$ cat config.mk
export PLATFORM = sky130hd
export DESIGN_NAME = mmrb_bank
export DESIGN_NICKNAME = d
export VERILOG_FILES = /design/src/design/mmrb_bank.v
export VERILOG_INCLUDE_DIRS = /design/src /design/src/design
export SDC_FILE = /design/constraint.sdc
export NUM_CORES = 1
export LEC_CHECK = 0
export BUFFER_PORTS_ARGS = -buffer_cell sky130_fd_sc_hd__buf_2
export CORE_MARGIN = 1.5
export CORE_UTILIZATION = 40
export CTS_BUF_LIST = sky130_fd_sc_hd__clkbuf_8
export DETAILED_ROUTE_END_ITERATION = 16
export PLACE_DENSITY = 0.73
export SLEW_MARGIN = 20
export SYNTH_ARGS = -nofsm -noshare
export SYNTH_HDL_FRONTEND = slang
export SYNTH_SLANG_ARGS = --single-unit
$ cat constraint.sdc
create_clock -name core_clk -period 2 [get_ports core_clk]
set_input_delay 0.2 -clock core_clk [delete_from_list [all_inputs] [get_ports core_clk]]
set_output_delay 0.2 -clock core_clk [all_outputs]
set_load 0.1 [all_outputs]
$ cat src/design/mmrb_defines.vh
// constants for the memory-mapped register bank: offsets, widths, timing
// assumes inclusion by the bank module only
`ifndef MMRB_DEFINES_VH
`define MMRB_DEFINES_VH

`define MMRB_NUM_REGS      4
`define MMRB_ADDR_W        2
`define MMRB_DATA_W        32
`define MMRB_RESET_VAL     32'h0000_0000
`define MMRB_IDX_REG0      2'h0
`define MMRB_IDX_REG1      2'h1
`define MMRB_IDX_REG2      2'h2
`define MMRB_IDX_REG3      2'h3
`define MMRB_WR_WAIT       3'h4
`define MMRB_RD_WAIT       3'h1
`define MMRB_CNT_W         3

`endif

$ cat src/design/mmrb_bank.v
// memory-mapped register bank: four output registers with read-back
// assumes a single master that holds its request while wait is high
`timescale 1ns/1ps
`default_nettype none
`include "mmrb_defines.vh"

// Summary of operation
// - four registers drive outputs and are readable by the master
// - a write loads only the addressed register, 32 bits wide here
// - read address selects the register returned via a multiplexer
// - multiplexer output captured into read-data register on accepted read
// - fixed mode: writes take four wait states, reads take one
// - pipelined mode: no wait states, read data exactly one cycle later
module mmrb_bank
(
    input  wire                       core_clk,
    input  wire                       rst_b,
    input  wire                       pipelined_mode,
    input  wire [`MMRB_ADDR_W-1:0]    address,
    input  wire                       read,
    input  wire                       write,
    input  wire [`MMRB_DATA_W-1:0]    writedata,
    output reg  [`MMRB_DATA_W-1:0]    readdata,
    output reg                        readdatavalid,
    output wire                       waitrequest,
    output wire [`MMRB_DATA_W-1:0]    out_reg0,
    output wire [`MMRB_DATA_W-1:0]    out_reg1,
    output wire [`MMRB_DATA_W-1:0]    out_reg2,
    output wire [`MMRB_DATA_W-1:0]    out_reg3
);

    // one-hot states of the wait-state sequencer
    localparam ST_IDLE = 2'b01;
    localparam ST_WAIT = 2'b10;

    reg  [1:0]                                 state_r;
    reg  [1:0]                                 state_nxt;
    reg  [`MMRB_CNT_W-1:0]                     cnt_r;
    reg  [`MMRB_CNT_W-1:0]                     cnt_nxt;
    reg  [`MMRB_CNT_W-1:0]                     cnt_load;
    reg                                        kind_wr_r;
    reg                                        kind_wr_nxt;
    reg  [`MMRB_NUM_REGS-1:0]                  wr_sel;
    reg  [`MMRB_DATA_W-1:0]                    mux_out;
    wire [`MMRB_NUM_REGS-1:0]                  wr_load;
    wire [`MMRB_NUM_REGS*`MMRB_DATA_W-1:0]     bank_flat;
    wire                                       wr_req;
    wire                                       rd_req;
    wire                                       req;
    wire                                       in_wait;
    wire                                       cnt_done;
    wire                                       kind_swap;
    wire                                       fire;
    wire                                       wr_fire;
    wire                                       rd_fire;
    genvar                                     g;

    // write wins when both strobes are up, so a read never shadows a store
    assign wr_req = write;
    assign rd_req = read & ~write;
    assign req    = wr_req | rd_req;

    assign in_wait   = (state_r == ST_WAIT);
    assign cnt_done  = (cnt_r == {`MMRB_CNT_W{1'b0}});
    // a master that swaps read for write under wait must not inherit the old count
    assign kind_swap = in_wait & (kind_wr_r != wr_req);

    // fixed mode: the transfer completes once the wait count has run out
    // pipelined mode: every request completes in the cycle it is presented
    assign fire        = req & (pipelined_mode | (in_wait & cnt_done & ~kind_swap));
    assign wr_fire     = fire & wr_req;
    assign rd_fire     = fire & rd_req;
    assign waitrequest = req & ~fire;

    // the cycle that raises the request is already the first wait state
    always @*
    begin
        if (wr_req)
            cnt_load = `MMRB_WR_WAIT - 3'h1;
        else
            cnt_load = `MMRB_RD_WAIT - 3'h1;
    end

    always @*
    begin
        state_nxt   = state_r;
        cnt_nxt     = cnt_r;
        kind_wr_nxt = kind_wr_r;
        case (state_r)
            ST_IDLE:
            begin
                if (req && !pipelined_mode)
                begin
                    state_nxt   = ST_WAIT;
                    cnt_nxt     = cnt_load;
                    kind_wr_nxt = wr_req;
                end
            end
            ST_WAIT:
            begin
                // a request dropped under wait aborts: nothing loaded, nothing returned
                if (!req)
                begin
                    state_nxt = ST_IDLE;
                    cnt_nxt   = 3'h0;
                end
                else if (kind_swap)
                begin
                    cnt_nxt     = cnt_load;
                    kind_wr_nxt = wr_req;
                end
                else if (cnt_done)
                begin
                    state_nxt = ST_IDLE;
                    cnt_nxt   = 3'h0;
                end
                else
                begin
                    cnt_nxt = cnt_r - 3'h1;
                end
            end
            default:
            begin
                state_nxt   = ST_IDLE;
                cnt_nxt     = 3'h0;
                kind_wr_nxt = 1'b0;
            end
        endcase
    end

    always @(posedge core_clk)
    begin
        if (!rst_b)
        begin
            state_r   <= ST_IDLE;
            cnt_r     <= 3'h0;
            kind_wr_r <= 1'b0;
        end
        else
        begin
            state_r   <= state_nxt;
            cnt_r     <= cnt_nxt;
            kind_wr_r <= kind_wr_nxt;
        end
    end

    // write decoder: one-hot load enable, only the addressed word may change
    always @*
    begin
        if (address == `MMRB_IDX_REG0)
            wr_sel = 4'h1;
        else if (address == `MMRB_IDX_REG1)
            wr_sel = 4'h2;
        else if (address == `MMRB_IDX_REG2)
            wr_sel = 4'h4;
        else
            wr_sel = 4'h8;
    end

    assign wr_load = wr_sel & {`MMRB_NUM_REGS{wr_fire}};

    // one flop word per register; the flat vector feeds both outputs and read mux
    // a write keeps no byte lanes: the whole word is replaced
    generate
        for (g = 0; g < `MMRB_NUM_REGS; g = g + 1)
        begin : g_word
            reg [`MMRB_DATA_W-1:0] word_r;

            always @(posedge core_clk)
            begin
                if (!rst_b)
                    word_r <= `MMRB_RESET_VAL;
                else if (wr_load[g])
                    word_r <= writedata;
            end

            assign bank_flat[g*`MMRB_DATA_W +: `MMRB_DATA_W] = word_r;
        end
    endgenerate

    // address bits steer the read multiplexer
    always @*
    begin
        if (address == `MMRB_IDX_REG0)
            mux_out = bank_flat[0 +: `MMRB_DATA_W];
        else if (address == `MMRB_IDX_REG1)
            mux_out = bank_flat[`MMRB_DATA_W +: `MMRB_DATA_W];
        else if (address == `MMRB_IDX_REG2)
            mux_out = bank_flat[2*`MMRB_DATA_W +: `MMRB_DATA_W];
        else
            mux_out = bank_flat[3*`MMRB_DATA_W +: `MMRB_DATA_W];
    end

    // registered read adds a stage, buying clock rate for one cycle of latency
    // readdata holds its last value until the next accepted read
    always @(posedge core_clk)
    begin
        if (!rst_b)
        begin
            readdata <= `MMRB_RESET_VAL;
        end
        else if (rd_fire)
        begin
            readdata <= mux_out;
        end
    end

    // valid is a one-cycle strobe, raised by the same edge that accepts the read
    // aborted reads never reach rd_fire, so they raise no strobe
    always @(posedge core_clk)
    begin
        if (!rst_b)
            readdatavalid <= 1'b0;
        else
            readdatavalid <= rd_fire;
    end

    // outputs come straight from the word flops, no decode on the way out
    assign out_reg0 = bank_flat[0 +: `MMRB_DATA_W];
    assign out_reg1 = bank_flat[`MMRB_DATA_W +: `MMRB_DATA_W];
    assign out_reg2 = bank_flat[2*`MMRB_DATA_W +: `MMRB_DATA_W];
    assign out_reg3 = bank_flat[3*`MMRB_DATA_W +: `MMRB_DATA_W];

endmodule // mmrb_bank
`default_nettype wire

==> flow_summary.yaml, run 1 <==
critical_path:
  cpPeakStageDelay_ps: 330
  critPathRequiredTime_ps: 1800
  start_kind: "register"
  worstPathMaxFanout: 6
  critical_path_class: "register to primary output"
  cp_slowest_cell: "dfxtp_2"
  crit_chain: "inv_1, ha_2, buf_6, a311oi_4, buf_12"
  worst_setup_path_end_kind: "primary output"
  rrSetupSlack_ps: 210
  critical_path_arrival_ps: 1690
grt:
  grtUsageTotal_pct: 19.3
  grt_max_degree: 51
  grt_pass1_vias: 5296
  grt_pass1_wl_mm: 27.7
  overflow: 0
  antenna_found_initial: 0
finish:
  diodes: 0
  syn_to_final_growth_pct: 25.0
  fin_area_um2: 8910
  drive_above_1_share_pct: 34.4
  nets: 889
  post-route-util_pct: 51.3
  fin_cells: 1086
synth:
  synth.yosys.seq_area_share_pct: 46.9
  ys_async_sr_fraction_pct: 0
  yosys-top-cells-area: "dfxtp_1 47%, mux2i_1 23%, mux4_2 10%"
  avgSynthCellArea_um2: 10.8
  yosys.area.top_type_share_pct: 46.9
  syn_nets: 698
  synth_edf_count: 0
  synth_top_cell_by_area: "dfxtp_1"
  yosys_warnings: 0
  synth.cell_area_um2: 7130
  ys.flop_type: "dfxtp_1"
  synth_common_cells: "167 x dfxtp_1, 167 x nand2_1, 161 x mux2i_1, 32 x mux4_2, 32 x nor2b_1"
  synth_seq_cells: 167
  ys_types: 40
  synth_cells: 657
floorplanning:
  num_rows: 48
  die_area_um2: 18600
  start_util_pct: 41.1
  coreArea_um2: 17400
  io_pins: 201
  die_h_um: 136
  die_x_um: 136
cts:
  cts_tree: "yes"
  clockBufferDepth: 2
  root_buffer: "clkbuf_8"
  holdBufCountCts: 0
  cts.clk_slew.worst_paths_ps: 90
  clk_latency_ps: 450
  cts_buffers: 17
  cts.sinks: 167
  h-tree-depth: 4
sta:
  fmax_mhz: 529
  setup_viol: 0
  rsz0062_at_grt: "no"
  skew_ps: 13.1
  worst_pin_slew_ps: 532
  slew_violations: 0
  min_period_ps: 1890
  slew-limit-headroom_pct: 64.8
  hold_violations: 0
  period_share_pct: 94.4
  fin_tns_setup_ps: 0
run:
  cap_violations: 0
run_status:
  outcome: "complete, no violations"
route:
  vias: 5517
  avgViaCountPerCell: 5.08
  antenna_left: 0
  drc: 0
  first_iter_violations: 245
  totalWireLength_mm: 18.0
  drt_pass1_iterations: 4
  wl_per_cell_um: 16.5
placement:
  place_inst: 1054
  place_area_um2: 8440
  portBuffers: 200
  gp_congestion: 0.784
  post-dp-hpwl_mm: 12.5
pwr:
  power_density_nw_per_um2: 846
  irDropWorstVdd_mv: 0.386
  cellLeakagePower_uw: 0.00438
worst_hold_path:
  hold_path.class: "primary input to register"
-- stage by stage --
stage          setup slack [ps]  power, µW  hold WS [ps]
2_1_floorplan               117       4650           404
3_3_place_gp                213       4920           455
6_report                    111       7540          62.8
4_1_cts                    8.56       7600          31.7
3_5_place_dp                160       4940           462
5_1_grt                    21.0       7850          43.6
-- path summary, 6_finish.rpt --
kind / startpoint / end / cells past startpoint
worst max-delay path: state_r[0] / waitrequest / 5
worst min-delay path: writedata[6] / out_reg1[6] / 3
worst max register to register: kind_wr_r / readdata[23] / 5
worst min register to register: out_reg1[29] / out_reg1[29] / 2
-- flip-flops by register name, summed over array words and instances (netlist names) --
| name | flops |
|---|---|
| readdatavalid | 1 |
| out_reg1 | 32 |
| out_reg3 | 32 |
| out_reg0 | 32 |
| readdata | 32 |
| kind_wr_r | 1 |
| out_reg2 | 32 |
| state_r | 2 |
| cnt_r | 3 |
-- metal layers --
layer / GRT usage [%] / vias to the layer above / share of wire (%)
met5: 0 / - / 0
met4: 7.51 / 0 / 1.6
met1: 24.3 / 2670 / 46
met3: 4.66 / 22 / 5.5
met2: 31.7 / 173 / 47
li1: - / 2652 / -
-- cells in the final DEF, fill, tap and decap left out, types with 2 or more instances in the layout --
cell type  count
nand2b_1       2
buf_4          9
buf_6          2
buf_2        198
dfxtp_1      165
dfxtp_2        2
inv_1          5
clkbuf_8      19
mux4_2        32
o21ai_0        4
bufinv_16      4
a21oi_1        7
nand3b_1       4
inv_6          2
nor2b_1       32
buf_12        12
clkinv_4       2
mux2i_1      161
nand2_1      166
nand3_1        2
nor2_1         6
and3_2         2
-- area by class of cell --
type                    count  area [µm²]
repair buffers            221        1320
flip-flops and latches    167        3350
clock buffers              19         262
multi-input cells         439        3510
fillers                  1573        8450
well taps                 225         282
inverters                   2        7.51
clock inverters            13         179
-- power breakdown --
part           total, µW  leakage [µW]  switching, µW  internal [µW]
registers           3530       0.00135            100           3430
clock network       2660      0.000230           1240           1420
logic               1350       0.00280            931            420
-- repair_timing --
action,in CTS,in global routing
cloned,0,0
resized for setup,3,6
pin swaps,0,1
buffers inserted,0,0
setup endpoints to repair,1,1
-- worst max-delay path: cells and delay by family (launching register included) --
| kind | cells | cell delay (ps) |
|---|---|---|
| buffers and inverters | 3 | 400 |
| flip-flops | 1 | 330 |
| AO/OA/AOI/OAI | 1 | 320 |
| adder cells (fa/ha/maj) | 1 | 190 |
-- cell families (layout without fill, tap and decap cells) --
logic type                 after synthesis  after routing  share of synthesized area, %
buffers and inverters                   51            255                          4.18
xor gates and xnor gates                 1              1                         0.123
AOI/OAI and AO/OA                       21             21                          2.04
DFF                                    167            167                          46.9
adders and majority gates                2              2                         0.351
muxes                                  193            193                          32.7
and+or+nand+nor                        222            222                          13.7
No activity file was read; power rests on OpenSTA's default activity.
==> run 2, diff against run 1 <==
CORE_MARGIN = 2   (was 1.5)
CTS_CLUSTER_SIZE = 10   (was default)
PLACE_DENSITY = 0.75   (was 0.73)
clock period = 1.7 ns   (was 2 ns; I/O delays follow)
==> run 2 against run 1 <==
  * The flow now finishes with violations (negative setup slack)
  * Register-to-register slack lost 320 ps
  * Global-route usage up 0.25 points
  * Via count rose by 2.6%
  * Clock power increased by 4%
  * Power increased by 16%
  * Die area rose by 1.5%
  * Routed wire length increased by 9.9%
  * Clock-buffer cell count fell by 2
==> flow_summary.yaml, run 2 (same netlist as run 1, synthesis figures left out) <==
run_status:
  outcome: "finished, violations left"
  failed_checks: "negative setup slack"
floorplanning:
  num_rows: 48
  die_x_um: 137
  die_h_um: 137
  die_area_um2: 18900
  io_pins: 201
  start_util_pct: 41.1
  coreArea_um2: 17400
cts:
  cts.sinks: 167
  h-tree-depth: 4
  clk_latency_ps: 460
  clockBufferDepth: 2
  cts.clk_slew.worst_paths_ps: 90
  root_buffer: "clkbuf_8"
  cts_buffers: 17
  cts_tree: "yes"
placement:
  gp_congestion: 0.857
  post-dp-hpwl_mm: 12.8
  place_area_um2: 8620
  portBuffers: 200
  pre_cts_ws_ps: -39.9
finish:
  syn_to_final_growth_pct: 32.6
  fin_area_um2: 9450
  final_cell_mix: "198 x buf_2, 166 x nand2_1, 161 x dfxtp_1"
  final.fill_count: 1553
  diodes: 0
  drive_above_1_share_pct: 38.0
  nets: 926
  mostFrequentLayoutCell: "buf_2"
route:
  drc: 0
  avgViaCountPerCell: 5.04
  drt_pass1_iterations: 4
  vias: 5663
  first_iter_violations: 254
  antenna_left: 0
  wl_per_cell_um: 17.6
  totalWireLength_mm: 19.8
sta:
  setup_ws_ps: -122
  fin_tns_setup_ps: -4490
  worst_pin_slew_ps: 527
  rsz0062_at_grt: "yes"
  period_share_pct: 107
  slew_violations: 0
  min_period_ps: 1820
  fmax_mhz: 549
  slew-limit-headroom_pct: 64.5
  hold_violations: 0
  skew_ps: 19.1
  setup_viol: 90
critical_path:
  worst_setup_path_end_kind: "primary output"
  worstPathMaxFanout: 2
  critical_path_arrival_ps: 1650
  start_kind: "register"
  critical_path_class: "register to primary output"
  critPathRequiredTime_ps: 1530
pwr:
  power_density_nw_per_um2: 927
  cellLeakagePower_uw: 0.00464
  irDropWorstVdd_mv: 0.519
worst_hold_path:
  hold_path.class: "primary input to register"
grt:
  grt_pass1_wl_mm: 28.2
  grt_max_degree: 49
  overflow: 0
  grt_pass1_vias: 5354
  grtUsageTotal_pct: 19.5
  antenna_found_initial: 0
run:
  cap_violations: 0
-- run 2: cell types whose count changed in the layout (fill, tap and decap cells not counted), moves of 4 or more --
cell	delta
buf_8	+4
clkbuf_16	+6
dfxtp_1	-4
buf_4	+12
buf_6	+4
buf_12	+6
-- run 2: final cells by class --
type,instances,area [µm²],share of cell area [%]
Multi-Input combinational cell,439,3550,37.6
Timing Repair Buffer,258,1870,19.8
Tap cell,225,282,2.98
Clock inverter,15,148,1.56
Clock buffer,17,234,2.48
Sequential cell,167,3350,35.5
Inverter,2,7.51,0.0794
-- run 2: path summary, 6_finish.rpt --
kind                       from            to  slack, ps  depth (start not counted)
setup / recovery     state_r[0]   waitrequest       -120                          5
hold / removal    writedata[21]  out_reg1[21]         40                          3
hold reg to reg    out_reg3[27]  out_reg3[27]        470                          2
setup reg to reg     state_r[0]   out_reg2[9]       -110                          8
-- run 2: timing repair --
action	4_1_cts	5_1_grt
resized for setup	10	18
hold buffers	3	0
cloned	3	9
buffers inserted	6	4
hold endpoints to repair	4	0
endpoints found under the setup margin	60	129
pin swaps	2	2
-- run 2: where the power goes --
group / leakage, µW / total [µW] / switching (µW) / internal, µW
Sequential: 0.00135 / 4150 / 105 / 4040
Combinational: 0.00309 / 1850 / 1190 / 664
Clock: 0.000193 / 2760 / 1570 / 1190
Total: 0.00464 / 8760 / 2860 / 5900
-- run 2: routing by layer --
metal / global-route usage [%] / share of wire, %
met3: 4.49 / 4.8
met4: 6.99 / 1.6
met2: 32.7 / 50
met5: 0 / 0
met1: 24.7 / 43
-- run 2: critical path: stages (launching register included) --
cell and delay [ps]:
dfxtp_2 350, inv_2 50, ha_4 150, buf_6 110
a311oi_4 310, buf_12 220
-- run 2: metrics by stage --
step	utilization (%)	hold slack, ps	power [µW]	std cells
2_1_floorplan	-	374	5480	657
4_1_cts	53.0	1.50	8740	1111
3_5_place_dp	49.7	463	5910	1067
6_report	54.4	35.9	8760	1123
5_1_grt	54.4	11.9	9140	1123
3_3_place_gp	49.7	455	5890	1067
